[config.mk]
export PLATFORM = sky130hd
export DESIGN_NAME = three_timer_counter_unit
export DESIGN_NICKNAME = d
export VERILOG_FILES = /design/src/core/timer_pkg.sv /design/src/core/pin_edge_sampler.sv /design/src/core/three_timer_counter_unit.sv
export VERILOG_INCLUDE_DIRS = /design/src /design/src/core
export SDC_FILE = /design/constraint.sdc
export NUM_CORES = 1
export LEC_CHECK = 0
export BUFFER_PORTS_ARGS = -buffer_cell sky130_fd_sc_hd__clkbuf_2
export CELL_PAD_IN_SITES_DETAIL_PLACEMENT = 0
export CELL_PAD_IN_SITES_GLOBAL_PLACEMENT = 1
export CORE_UTILIZATION = 40
export DETAILED_ROUTE_END_ITERATION = 8
export PLACE_DENSITY = 0.87
export SETUP_SLACK_MARGIN = 0.15
export SKIP_CTS_REPAIR_TIMING = 1
export SYNTH_ARGS = -nofsm -noshare
export SYNTH_HDL_FRONTEND = slang
export SYNTH_SLANG_ARGS = --single-unit
[constraint.sdc]
create_clock -name ref_clk_in -period 2.7 [get_ports ref_clk_in]
set_clock_uncertainty 0.1 [all_clocks]
set_input_delay 0.54 -clock ref_clk_in [delete_from_list [all_inputs] [get_ports ref_clk_in]]
set_output_delay 0.54 -clock ref_clk_in [all_outputs]
set_load 0.05 [all_outputs]
[src/core/timer_params.svh]
`ifndef TIMER_PARAMS_SVH
`define TIMER_PARAMS_SVH

// Register byte offsets
`define OFS_MODE      8'h00
`define OFS_CTRL      8'h04
`define OFS_T0_COUNT  8'h08
`define OFS_T1_COUNT  8'h0C
`define OFS_T2_COUNT  8'h10
`define OFS_T2_RELOAD 8'h14
`define OFS_IRQ_STAT  8'h18
`define OFS_IRQ_MASK  8'h1C

// timer_mode_reg fields
`define MODE_T0_LSB   0
`define MODE_T0_CT    2
`define MODE_T1_LSB   4
`define MODE_T1_CT    6

// timer2_control_reg fields
`define CTL_RUN0      0
`define CTL_RUN1      1
`define CTL_RUN2      2
`define CTL_CT2       3
`define CTL_T2M_LSB   4
`define CTL_TIMER2_EXT_ENABLE     6
`define CTL_RXSEL     7
`define CTL_TXSEL     8

// Status and mask bits
`define IRQ_T0        0
`define IRQ_T1        1
`define IRQ_T2        2
`define IRQ_EXT2      3

// Reset values
`define RST_MODE      8'h00
`define RST_CTRL      9'h000
`define RST_COUNT     16'h0000
`define RST_IRQ       4'h0

// Timing counts
`define PRESCALE_LAST 4'hB
`define BAUD_DIV_LAST 4'hF

`endif

[src/core/timer_pkg.sv]
package timer_pkg;
  typedef logic [15:0] count_t;
  typedef enum logic [1:0]
  {
    T01_13BIT  = 2'b00,
    T01_16BIT  = 2'b01,
    T01_RELOAD = 2'b10,
    T01_SPLIT  = 2'b11
  } t01_mode_t;
  typedef enum logic [1:0]
  {
    T2_RELOAD  = 2'b00,
    T2_CAPTURE = 2'b01,
    T2_BAUD    = 2'b10,
    T2_SPARE   = 2'b11
  } t2_mode_t;
endpackage : timer_pkg

[src/core/pin_edge_sampler.sv]
`timescale 1ns/1ps
module pin_edge_sampler
(
  input  wire logic       ref_clk_in,
  input  wire logic       sys_rst_in,
  input  wire logic       tick_in,
  input  wire logic [2:0] pin_in,
  output logic      [2:0] fall_out
);
  logic [2:0] sync1_q;
  logic [2:0] sync2_q;
  logic [2:0] sync3_q;
  logic [2:0] level_q;
  logic [2:0] samp_q;
  logic [2:0] fall_q;

  always_ff @(posedge ref_clk_in)
  begin
    if (sys_rst_in)
    begin
      sync1_q <= 3'h7;
      sync2_q <= 3'h7;
      sync3_q <= 3'h7;
    end
    else
    begin
      sync1_q <= pin_in;
      sync2_q <= sync1_q;
      sync3_q <= sync2_q;
    end
  end

  // Level accepted once two stages agree
  always_ff @(posedge ref_clk_in)
  begin
    if (sys_rst_in)
      level_q <= 3'h7;
    else
      level_q <= (sync2_q & sync3_q) | (level_q & (sync2_q ^ sync3_q));
  end

  // Sample only on the divide-by-12 tick
  always_ff @(posedge ref_clk_in)
  begin
    if (sys_rst_in)
    begin
      samp_q <= 3'h7;
      fall_q <= 3'h0;
    end
    else
    begin
      fall_q <= tick_in ? (samp_q & ~level_q) : 3'h0;
      if (tick_in)
        samp_q <= level_q;
    end
  end

  assign fall_out = fall_q;
endmodule : pin_edge_sampler

[src/core/three_timer_counter_unit.sv]
// Register access over Wishbone and the register offsets were left to the implementer.
`timescale 1ns/1ps
`include "timer_params.svh"
// Function
// - In timer mode each timer steps at most once per twelve clocks; Timer2 in baud mode steps every second clock.
// - In counter mode each timer steps on a falling edge of its pin.
// - A per-timer bit picks timer or counter mode: in timer_mode_reg for Timer0/Timer1, in timer2_control_reg for Timer2.
// - Timer0 and Timer1 run as 13-bit, 16-bit, 8-bit reload or mode 3.
// - In mode 3 Timer0 is two 8-bit counters owning Timer1's flag.
// - Timer2 offers auto-reload, capture and baud-rate modes.
// - Pins are sampled once per twelve clocks, so counts come 24 apart.
// - An overflow rolls the count to zero and sets the timer's flag; Timer2 sets no flag in baud mode, nor Timer1 while Timer0 is in mode 3.
// - In reload modes an overflow also reloads the count.
module three_timer_counter_unit
(
  input  wire logic        ref_clk_in,
  input  wire logic        sys_rst_in,
  input  wire logic        wb_cyc_in,
  input  wire logic        wb_stb_in,
  input  wire logic        wb_we_in,
  input  wire logic [7:0]  wb_adr_in,
  input  wire logic [3:0]  wb_sel_in,
  input  wire logic [31:0] wb_dat_in,
  output logic      [31:0] wb_dat_out,
  output logic             wb_ack_out,
  input  wire logic        timer0_ext_input,
  input  wire logic        timer1_ext_input,
  input  wire logic        timer2_ext_input,
  output logic             rx_clock_tick_out,
  output logic             tx_clock_tick_out,
  output logic             irq_out
);
  import timer_pkg::*;

  logic [7:0]  timer_mode_reg_q;
  logic [8:0]  timer2_control_reg_q;
  count_t      t0_cnt_q;
  count_t      t1_cnt_q;
  count_t      t2_cnt_q;
  logic [7:0]  timer2_reload_high_q;
  logic [7:0]  timer2_reload_low_q;
  logic [3:0]  irq_stat_q;
  logic [3:0]  irq_mask_q;
  logic [3:0]  pre_q;
  logic        tick12_q;
  logic        tick2_q;
  logic [3:0]  baud_div_q;
  logic        rx_tick_q;
  logic        tx_tick_q;
  logic        ack_q;
  logic [31:0] rd_q;
  logic [31:0] rd_d;
  logic [2:0]  fall;
  logic        wr;
  t01_mode_t   m0;
  t01_mode_t   m1;
  t2_mode_t    m2;
  logic        run0;
  logic        run1;
  logic        run2;
  logic        timer2_ext_enable;
  logic        inc0;
  logic        inc1;
  logic        inc2;
  logic        inc0h;
  logic        ovf0;
  logic        ovf0h;
  logic        ovf1;
  logic        ovf2;
  logic        ext2;
  logic [16:0] nx0;
  logic [16:0] nx1;
  logic [3:0]  irq_set;
  count_t      reload2;

  function automatic logic [31:0] merge(input logic [31:0] old,
                                        input logic [31:0] nw,
                                        input logic [3:0]  sel);
    logic [31:0] r;
    r = old;
    for (int i = 0; i < 4; i++)
      if (sel[i])
        r[8*i +: 8] = nw[8*i +: 8];
    return r;
  endfunction : merge

  // Next count and overflow for Timer0/Timer1 modes
  function automatic logic [16:0] step01(input t01_mode_t m,
                                         input count_t    c,
                                         input logic      en);
    logic [16:0] r;
    logic [13:0] t;
    r = {1'b0, c};
    t = {1'b0, c[15:8], c[4:0]} + 14'h0001;
    if (en)
    begin
      case (m)
        T01_13BIT:  r = {t[13], t[12:5], c[7:5], t[4:0]};
        T01_16BIT:  r = {1'b0, c} + 17'h00001;
        T01_RELOAD: r = (c[7:0] == 8'hFF) ? {1'b1, c[15:8], c[15:8]}
                                          : {1'b0, c[15:8], c[7:0] + 8'h01};
        default:    r = {1'b0, c};
      endcase
    end
    return r;
  endfunction : step01

  function automatic logic hit(input logic [7:0] ofs);
    return wr && (wb_adr_in == ofs);
  endfunction : hit

  pin_edge_sampler u_pins
  (
    .ref_clk_in (ref_clk_in),
    .sys_rst_in (sys_rst_in),
    .tick_in    (tick12_q),
    .pin_in     ({timer2_ext_input, timer1_ext_input, timer0_ext_input}),
    .fall_out   (fall)
  );

  assign m0    = t01_mode_t'(timer_mode_reg_q[`MODE_T0_LSB +: 2]);
  assign m1    = t01_mode_t'(timer_mode_reg_q[`MODE_T1_LSB +: 2]);
  assign m2    = t2_mode_t'(timer2_control_reg_q[`CTL_T2M_LSB +: 2]);
  assign run0  = timer2_control_reg_q[`CTL_RUN0];
  assign run1  = timer2_control_reg_q[`CTL_RUN1];
  assign run2  = timer2_control_reg_q[`CTL_RUN2];
  assign timer2_ext_enable = timer2_control_reg_q[`CTL_TIMER2_EXT_ENABLE];
  assign reload2 = {timer2_reload_high_q, timer2_reload_low_q};

  // Clock/12 prescaler and clock/2 toggle
  always_ff @(posedge ref_clk_in)
  begin
    if (sys_rst_in)
    begin
      pre_q    <= 4'h0;
      tick12_q <= 1'b0;
      tick2_q  <= 1'b0;
    end
    else
    begin
      pre_q    <= (pre_q == `PRESCALE_LAST) ? 4'h0 : pre_q + 4'h1;
      tick12_q <= (pre_q == `PRESCALE_LAST);
      tick2_q  <= ~tick2_q;
    end
  end

  // Source select per timer
  assign inc0  = run0 && (timer_mode_reg_q[`MODE_T0_CT] ? fall[0]
                                                        : tick12_q);
  assign inc1  = run1 && (m1 != T01_SPLIT)
                 && (timer_mode_reg_q[`MODE_T1_CT] ? fall[1] : tick12_q);
  assign inc0h = run1 && tick12_q && (m0 == T01_SPLIT);
  assign inc2  = run2 && (timer2_control_reg_q[`CTL_CT2] ? fall[2]
                 : ((m2 == T2_BAUD) ? tick2_q : tick12_q));
  assign nx0   = step01(m0, t0_cnt_q, inc0);
  assign nx1   = step01(m1, t1_cnt_q, inc1);
  assign ovf0  = (m0 == T01_SPLIT) ? (inc0 && t0_cnt_q[7:0] == 8'hFF)
                                   : nx0[16];
  assign ovf0h = inc0h && (t0_cnt_q[15:8] == 8'hFF);
  assign ovf1  = nx1[16];
  assign ovf2  = inc2 && (t2_cnt_q == 16'hFFFF);
  assign ext2  = timer2_ext_enable && fall[2] && (m2 != T2_BAUD);

  // Timer0, split into two 8-bit halves in mode 3
  always_ff @(posedge ref_clk_in)
  begin
    if (sys_rst_in)
      t0_cnt_q <= `RST_COUNT;
    else if (hit(`OFS_T0_COUNT))
      t0_cnt_q <= count_t'(merge({16'h0000, t0_cnt_q}, wb_dat_in, wb_sel_in));
    else if (m0 == T01_SPLIT)
    begin
      if (inc0)
        t0_cnt_q[7:0] <= t0_cnt_q[7:0] + 8'h01;
      if (inc0h)
        t0_cnt_q[15:8] <= t0_cnt_q[15:8] + 8'h01;
    end
    else
      t0_cnt_q <= nx0[15:0];
  end

  // Timer1 holds in mode 3
  always_ff @(posedge ref_clk_in)
  begin
    if (sys_rst_in)
      t1_cnt_q <= `RST_COUNT;
    else if (hit(`OFS_T1_COUNT))
      t1_cnt_q <= count_t'(merge({16'h0000, t1_cnt_q}, wb_dat_in, wb_sel_in));
    else
      t1_cnt_q <= nx1[15:0];
  end

  // Timer2 count
  always_ff @(posedge ref_clk_in)
  begin
    if (sys_rst_in)
      t2_cnt_q <= `RST_COUNT;
    else if (hit(`OFS_T2_COUNT))
      t2_cnt_q <= count_t'(merge({16'h0000, t2_cnt_q}, wb_dat_in, wb_sel_in));
    else if (ovf2)
      t2_cnt_q <= (m2 == T2_CAPTURE) ? 16'h0000 : reload2;
    else if (ext2 && m2 == T2_RELOAD)
      t2_cnt_q <= reload2;
    else if (inc2)
      t2_cnt_q <= t2_cnt_q + 16'h0001;
  end

  // Timer2 reload/capture register; capture beats a bus write
  always_ff @(posedge ref_clk_in)
  begin
    if (sys_rst_in)
      {timer2_reload_high_q, timer2_reload_low_q} <= `RST_COUNT;
    else if (ext2 && m2 == T2_CAPTURE)
      {timer2_reload_high_q, timer2_reload_low_q} <= t2_cnt_q;
    else if (hit(`OFS_T2_RELOAD))
      {timer2_reload_high_q, timer2_reload_low_q} <=
        count_t'(merge({16'h0000, reload2}, wb_dat_in, wb_sel_in));
  end

  // Baud tick from overflow divided by 16
  always_ff @(posedge ref_clk_in)
  begin
    if (sys_rst_in)
    begin
      baud_div_q <= 4'h0;
      rx_tick_q  <= 1'b0;
      tx_tick_q  <= 1'b0;
    end
    else
    begin
      if (ovf2 && m2 == T2_BAUD)
        baud_div_q <= baud_div_q + 4'h1;
      rx_tick_q <= ovf2 && m2 == T2_BAUD && baud_div_q == `BAUD_DIV_LAST
                   && timer2_control_reg_q[`CTL_RXSEL];
      tx_tick_q <= ovf2 && m2 == T2_BAUD && baud_div_q == `BAUD_DIV_LAST
                   && timer2_control_reg_q[`CTL_TXSEL];
    end
  end

  // Sticky flags, set wins over write-one-to-clear
  assign irq_set[`IRQ_T0]   = ovf0;
  assign irq_set[`IRQ_T1]   = (m0 == T01_SPLIT) ? ovf0h : ovf1;
  assign irq_set[`IRQ_T2]   = ovf2 && (m2 != T2_BAUD);
  assign irq_set[`IRQ_EXT2] = ext2;

  always_ff @(posedge ref_clk_in)
  begin
    if (sys_rst_in)
      irq_stat_q <= `RST_IRQ;
    else if (hit(`OFS_IRQ_STAT) && wb_sel_in[0])
      irq_stat_q <= (irq_stat_q & ~wb_dat_in[3:0]) | irq_set;
    else
      irq_stat_q <= irq_stat_q | irq_set;
  end

  // Configuration registers
  always_ff @(posedge ref_clk_in)
  begin
    if (sys_rst_in)
    begin
      timer_mode_reg_q     <= `RST_MODE;
      timer2_control_reg_q <= `RST_CTRL;
      irq_mask_q           <= `RST_IRQ;
    end
    else
    begin
      if (hit(`OFS_MODE))
        timer_mode_reg_q <= 8'(merge({24'h000000, timer_mode_reg_q},
                                     wb_dat_in, wb_sel_in));
      if (hit(`OFS_CTRL))
        timer2_control_reg_q <= 9'(merge({23'h000000, timer2_control_reg_q},
                                         wb_dat_in, wb_sel_in));
      if (hit(`OFS_IRQ_MASK) && wb_sel_in[0])
        irq_mask_q <= wb_dat_in[3:0];
    end
  end

  // Wishbone slave: one wait state, ack for one cycle
  assign wr = wb_cyc_in && wb_stb_in && wb_we_in && ack_q;

  always_comb
  begin
    rd_d = 32'h00000000;
    case (wb_adr_in)
      `OFS_MODE:      rd_d[7:0]  = timer_mode_reg_q;
      `OFS_CTRL:      rd_d[8:0]  = timer2_control_reg_q;
      `OFS_T0_COUNT:  rd_d[15:0] = t0_cnt_q;
      `OFS_T1_COUNT:  rd_d[15:0] = t1_cnt_q;
      `OFS_T2_COUNT:  rd_d[15:0] = t2_cnt_q;
      `OFS_T2_RELOAD: rd_d[15:0] = reload2;
      `OFS_IRQ_STAT:  rd_d[3:0]  = irq_stat_q;
      `OFS_IRQ_MASK:  rd_d[3:0]  = irq_mask_q;
      default:        rd_d       = 32'h00000000;
    endcase
  end

  always_ff @(posedge ref_clk_in)
  begin
    if (sys_rst_in)
    begin
      ack_q <= 1'b0;
      rd_q  <= 32'h00000000;
    end
    else
    begin
      ack_q <= wb_cyc_in && wb_stb_in && !ack_q;
      rd_q  <= rd_d;
    end
  end

  assign wb_ack_out        = ack_q;
  assign wb_dat_out        = rd_q;
  assign rx_clock_tick_out = rx_tick_q;
  assign tx_clock_tick_out = tx_tick_q;
  assign irq_out           = |(irq_stat_q & irq_mask_q);
endmodule : three_timer_counter_unit

==> results of run 1 <==
layout by cell type (no fill, tap or decap), drive strengths merged, types with 9 or more instances in the layout:
cell    instances
and2           11
ha             17
buf            93
a22oi          18
nor2          101
mux2i          30
xor2           15
nand4          16
conb           16
inv            20
a31oi          20
nor4           16
dfxtp         136
nand2         106
o21ai          45
a222oi         12
or2            13
a221o           9
nor3           25
clkbuf         70
nand3          70
and3           10
a221oi         15
and4            9
a21oi          84
a211oi         24
xnor2          16
critical path, stage by stage, from the launching register on:
cell and delay, ns:
dfxtp_1 0.31, or4b_2 0.68, o2111a_1 0.27, a21o_1 0.27, and2_1 0.26, a221o_1 0.31
a22o_1 0.19
stage by stage:
step | std cells | TNS (ns) | power, W | hold slack (ns)
6_report | 1400 | 0 | 0.00461 | 0.191
5_1_grt | 1400 | 0 | 0.00474 | 0.189
4_1_cts | 1400 | 0 | 0.00463 | 0.185
3_5_place_dp | 1369 | -0.00896 | 0.00231 | 0.299
3_3_place_gp | 1369 | -0.0168 | 0.00231 | 0.295
2_1_floorplan | 1059 | 0 | 0.00223 | 0.285
synthesized netlist by cell type, types with 7 or more instances:
library cell,n
dfxtp_1,136
nand2_1,106
nor2_1,100
a21oi_1,83
nand3_1,70
clkbuf_1,66
o21ai_0,41
mux2i_1,30
a211oi_1,24
nor3_1,24
a22oi_1,18
a31oi_1,18
ha_1,17
inv_1,17
buf_4,16
nand4_1,16
nor4_1,16
xnor2_1,16
a221oi_1,15
xor2_1,15
or2_2,13
a222oi_1,12
and2_1,10
and3_1,10
buf_2,10
a221o_1,9
and4_1,9
a22o_1,7
buf_1,7
or3_1,7
routing by layer:
metal  up-vias  global-route usage (%)
met3        58                    6.01
met5         -                       0
met2       416                    43.5
met1      4083                    36.8
li1       4012                       -
met4         2                    10.4
state kept, by name, indices dropped and copies added (netlist names), 4 cells and up:
signal	cells
t1_cnt_q	16
irq_mask_q	4
t0_cnt_q	16
timer_mode_reg_q	8
irq_stat_q	4
timer2_reload_low_q	8
pre_q	4
baud_div_q	4
wb_dat_out	16
timer2_reload_high_q	8
t2_cnt_q	16
timer2_control_reg_q	9
power breakdown:
group          leakage [nW]  internal (W)  switching, W  total [W]
logic                  2.20     0.0000594      0.000184   0.000243
registers              1.10       0.00202    0.00000751    0.00203
clock network         0.287       0.00139      0.000952    0.00234
layout make-up:
| cell class | instances | area share (%) |
|---|---|---|
| sequential | 136 | 28.1 |
| tap | 265 | 3.42 |
| inverter | 18 | 0.697 |
| clock inverter | 13 | 1.52 |
| timing repair buffer | 145 | 9.89 |
| clock buffer | 18 | 4.53 |
| multi-input combinational | 805 | 51.8 |
worst max-delay path by stage:
stage,startpoint,end,slack [ns],cells past startpoint
after floorplan,wb_adr_in[2],t2_cnt_q[15],0.11,8
after global placement,wb_adr_in[5],t0_cnt_q[5],-0.008,7
after detailed placement,wb_adr_in[5],t0_cnt_q[5],-0.009,7
after CTS,tick12_q,t1_cnt_q[13],0.18,6
after global routing,timer2_control_reg_q[3],t2_cnt_q[2],0.15,7
final,timer2_control_reg_q[3],t2_cnt_q[14],0.19,6
kinds of logic (layout without fill, tap and decap cells):
logic type      count (synthesis)  count (layout)  share of synthesized area (%)
flops                         136             136                           33.3
mux                            34              34                           4.50
fa+ha+maj                      17              17                           2.60
other cells                     1              16                         0.0459
simple gates                  408             408                           24.5
compound gates                299             299                           25.4
buf+inv                       118             194                           6.40
xor+xnor                       31              31                           3.32
==> impl_metrics.csv, run 1 <==
group,metric,value,unit
outcome,status,"complete, no violations",
finish,fill_cells,1956,
power_and_ir_drop,peakVddDrop,0.000432,V
grt,grtUsageTotal,27.7,%
drt,dr_wl_met2,13100,um
drt,drc,0,
finish,multi_input_area,5020,sq um
finish,antenna_cells,0,
clock_network,root_buffer,"clkbuf_16",
logic_synthesis,synth_flop_cell,"dfxtp_1",
grt,grt_overflow,0,
drt,routed.top_layer,"met5",
power_and_ir_drop,powerDensity,476,nW/um^2
floorplan,start_util,41.5,%
timing,hold_viol,0,
grt,antenna_found_initial,1,
logic_synthesis,avgSynthCellArea,7.83,sq um
drt,ant_nets,0,
critical_path,critPathArrivalTime,2.73,ns
grt,grt_pass1_vias,7855,
placed_design,post-place-ws,-0.00855,ns
finish,postLayoutCoreUtil,49.1,%
drt,initialDrtViolationCount,900,
logic_synthesis,ys_types,79,
logic_synthesis,ys_seq_area_share,33.3,%
floorplan,die_w,145,um
placed_design,detailed_place_hpwl,22100,um
floorplan,die_y,145,um
hold_path,hold_start,"timer1_ext_input",
timing,period_share,92.8,%
critical_path,reg2regPathDepth,6,
timing,worstMarginPinSlew,0.658,ns
logic_synthesis,async_flop_share,0,%
critical_path,start_kind,"flip-flop",
critical_path,crit_type,"reg2reg",
floorplan,core-area,19700,sq um
timing,max_freq,399,MHz
finish,final_nets,1192,
finish,final_area,9690,sq um
floorplan,rows,51,
logic_synthesis,yosys.area.top_type,"dfxtp_1",
timing,layout_setup_ws,0.194,ns
hold_path,min_to,"u_pins.sync1_q[1]",
critical_path,regToRegEndpoint,"t2_cnt_q[14]",
placed_design,post_dp_cell_area,9090,sq um
grt,grt_pass1_wl,45200,um
clock_network,clk_path_buf_depth,2,
drt,routed_via_density,6.12,
logic_synthesis,synth_area,8180,sq um
critical_path,end_kind,"flip-flop",
critical_path,crit_required,2.92,ns
logic_synthesis,synth_edf_count,0,
logic_synthesis,synthTopCellsByArea,"dfxtp_1, a21oi_1, nand2_1",
logic_synthesis,synth-seq-cells,136,
placed_design,io_buffers,53,
timing,rsz0062_at_grt,"true",
hold_path,hold_path_class,"in2reg",
finish,drive_above_1_share,18.6,%
floorplan,ios,88,
clock_network,cts.clk_slew.worst_paths,0.06,ns
power_and_ir_drop,leakage,3.58,nW
floorplan,die-area,21000,sq um
drt,wl_met3,2610,um
clock_network,ctsHtreeMaxLevel,4,
clock_network,clock-sinks,136,
timing,period_minus_slack,2.51,ns
timing,max_slew_margin,56.1,%
finish,regArea,2730,sq um
critical_path,crit_path_max_fanout,6,
logic_synthesis,syn-instance-count,1044,
clock_network,insertion_delay,0.43,ns
hold_path,min_path_cells,2,
finish,area_growth,18.5,%
job,maxCapViolations,0,
drt,vias,8571,
clock_network,cts_tree,"done",
timing,finalMaxSlewViolations,0,
drt,drt_pass1_iterations,7,
clock_network,cts_buffers,17,
grt,grt_max_degree,56,
timing,setup_viol,0,
logic_synthesis,yosys_warnings,0,
drt,routedWlPerCell,20.7,um
drt,wl_met1,12400,um
logic_synthesis,yosys.area.top_type_share,33.3,%
drt,drt_wl_total,29000,um
critical_path,reg2reg_setup_slack,0.19,ns
critical_path,rr_startpoint,"timer2_control_reg_q[3]",
placed_design,routabilityCongestion,0.979,
No activity file was read; power rests on OpenSTA's default activity.
==> inputs of run 2 (changes only) <==
--- a/config.mk
+++ b/config.mk
@@ -9,9 +9,9 @@
 export BUFFER_PORTS_ARGS = -buffer_cell sky130_fd_sc_hd__clkbuf_2
 export CELL_PAD_IN_SITES_DETAIL_PLACEMENT = 0
 export CELL_PAD_IN_SITES_GLOBAL_PLACEMENT = 1
-export CORE_UTILIZATION = 40
+export CORE_UTILIZATION = 44
 export DETAILED_ROUTE_END_ITERATION = 8
-export PLACE_DENSITY = 0.87
+export PLACE_DENSITY = 0.9
 export SETUP_SLACK_MARGIN = 0.15
 export SKIP_CTS_REPAIR_TIMING = 1
 export SYNTH_ARGS = -nofsm -noshare
==> constraint.sdc (replaced) <==
create_clock -name ref_clk_in -period 2.43 [get_ports ref_clk_in]
set_clock_uncertainty 0.1 [all_clocks]
set_input_delay 0.486 -clock ref_clk_in [delete_from_list [all_inputs] [get_ports ref_clk_in]]
set_output_delay 0.486 -clock ref_clk_in [all_outputs]
set_load 0.05 [all_outputs]
==> run 2 against run 1 <==
Compared with the run above: the run now ends with DRC left; worst hold slack got worse by 0.054 ns; register-to-register slack improved by 0.02 ns; die area fell by 9.0%; sequential cell count is the same; first-iteration DRC count fell by 2.0%.
==> impl_metrics.csv, run 2 (same netlist as run 1, synthesis figures left out) <==
group,metric,value,unit
outcome,status,"finished with violations",
outcome,violations,"DRC",
floorplan,die_y,138,um
hold_path,min_to,"u_pins.sync1_q[0]",
clock_network,clock-sinks,136,
grt,antenna_found_initial,1,
timing,setup_viol,0,
timing,period_share,92.4,%
grt,grt_pass1_vias,8276,
finish,fill_cells,1663,
critical_path,crit_path_max_fanout,9,
timing,max_slew_margin,56.4,%
floorplan,core-area,18100,sq um
critical_path,slowest_stage,"or4_4",
timing,hold_viol,0,
critical_path,reg2regPathDepth,6,
drt,drt_wl_total,29800,um
power_and_ir_drop,powerDensity,514,nW/um^2
floorplan,start_util,45.2,%
placed_design,detailed_place_hpwl,22800,um
drt,ant_nets,0,
critical_path,crit_type,"in2reg",
timing,worstMarginPinSlew,0.654,ns
grt,grtUsageTotal,30.7,%
critical_path,max_stage_delay,0.63,ns
floorplan,rows,49,
finish,area_growth,25.5,%
timing,finalMaxSlewViolations,0,
critical_path,critPathArrivalTime,2.52,ns
placed_design,io_buffers,53,
finish,final_cell_mix,"buf_4, dfxtp_1, nand2_1",
finish,multi_input_area,5180,sq um
critical_path,cpMostUsedCell,"or4_4",
clock_network,ctsHtreeMaxLevel,4,
drt,drc,6,
grt,grt_max_degree,64,
timing,max_freq,445,MHz
floorplan,die_w,138,um
clock_network,cts.clk_slew.worst_paths,0.06,ns
finish,drive_above_1_share,24.7,%
job,maxCapViolations,0,
grt,grt_pass1_wl,45600,um
finish,final_nets,1244,
critical_path,rr_startpoint,"timer_mode_reg_q[1]",
finish,antenna_cells,0,
critical_path,reg2reg_setup_slack,0.21,ns
drt,drt_pass1_iterations,9,
grt,grt_overflow,0,
clock_network,root_buffer,"clkbuf_16",
critical_path,cp_cell_sequence,"clkbuf_2, or4_4, or4_4, nor2_8, buf_4, nor2_1, nor2_2, a32o_1",
critical_path,crit_family,"simple AND/OR/NAND/NOR gates",
finish,layout_commonest_cell,"buf_4",
timing,rsz0062_at_grt,"true",
critical_path,path_buf_inv,2,
critical_path,end_kind,"flip-flop",
critical_path,regToRegEndpoint,"t0_cnt_q[2]",
clock_network,clk_path_buf_depth,2,
drt,initialDrtViolationCount,882,
placed_design,routabilityCongestion,1.04,
hold_path,hold_path_class,"in2reg",
drt,routedWlPerCell,21.0,um
critical_path,start_kind,"input pin",
timing,setup_tns,0,ns
clock_network,cts_buffers,17,
drt,routed_via_density,6.33,
hold_path,hold_start,"timer0_ext_input",
power_and_ir_drop,peakVddDrop,0.000530,V
hold_path,min_path_cells,2,
finish,final_area,10300,sq um
finish,regArea,2730,sq um
clock_network,insertion_delay,0.43,ns
timing,period_minus_slack,2.24,ns
power_and_ir_drop,leakage,3.89,nW
critical_path,crit_required,2.71,ns
floorplan,die-area,19100,sq um
clock_network,cts_tree,"done",
drt,vias,8962,
placed_design,post_dp_cell_area,9490,sq um
floorplan,ios,88,
run 2: cell count changes in the layout (fill, tap and decap cells not counted), moves of 4 or more:
cell,before,now
nor2_2,0,4
o21ai_0,40,36
buf_4,93,142
clkinv_4,5,0
nor2_1,100,95
dfxtp_2,2,6
dfxtp_1,134,130
run 2: how the worst max path moves through the flow:
stage,start,to,slack [ns],depth (start not counted)
2_1_floorplan,wb_adr_in[5],t0_cnt_q[7],-0.02,8
3_3_place_gp,wb_adr_in[4],t0_cnt_q[6],-0.15,6
3_5_place_dp,wb_adr_in[4],t0_cnt_q[3],-0.20,8
4_1_cts,timer2_control_reg_q[3],t2_cnt_q[14],0.03,6
5_1_grt,t2_cnt_q[4],t2_cnt_q[15],0.11,7
6_report,wb_adr_in[4],t0_cnt_q[2],0.19,8
run 2: report_power, final:
part / internal [W] / switching (W) / leakage [nW] / total [W]
clock network: 0.00167 / 0.00108 / 0.299 / 0.00275
logic: 0.0000699 / 0.000207 / 2.49 / 0.000277
registers: 0.00224 / 0.00000853 / 1.10 / 0.00225
total: 0.00398 / 0.00129 / 3.89 / 0.00528
run 2: metrics by stage:
stage | utilization [%] | hold slack, ns | total power [W] | setup slack [ns] | instances
after global routing | 56.7 | 0.131 | 0.00541 | 0.110 | 1416
after detailed placement | 52.5 | 0.304 | 0.00257 | -0.205 | 1382
after floorplan | - | 0.285 | 0.00248 | -0.0202 | 1059
after global placement | 52.5 | 0.293 | 0.00256 | -0.151 | 1382
final | 56.7 | 0.137 | 0.00528 | 0.185 | 1416
after CTS | 55.9 | 0.131 | 0.00529 | 0.0266 | 1413
run 2: cell type report:
cell class	count	share of cell area, %
Sequential cell	136	26.6
Multi-Input combinational cell	805	50.5
Clock buffer	18	4.28
Inverter	18	0.659
Tap cell	229	2.79
Clock inverter	13	1.76
Timing Repair Buffer	197	13.4
run 2: metal layers:
layer | vias to the layer above | routed length (um) | track usage [%] | part of all wire [%]
met5 | - | 0 | 0 | 0
met4 | 0 | 1190 | 13.5 | 4.0
met1 | 4290 | 12200 | 38.5 | 41
li1 | 4128 | - | - | -
met2 | 457 | 13800 | 50.8 | 46
met3 | 87 | 2680 | 6.44 | 9.0
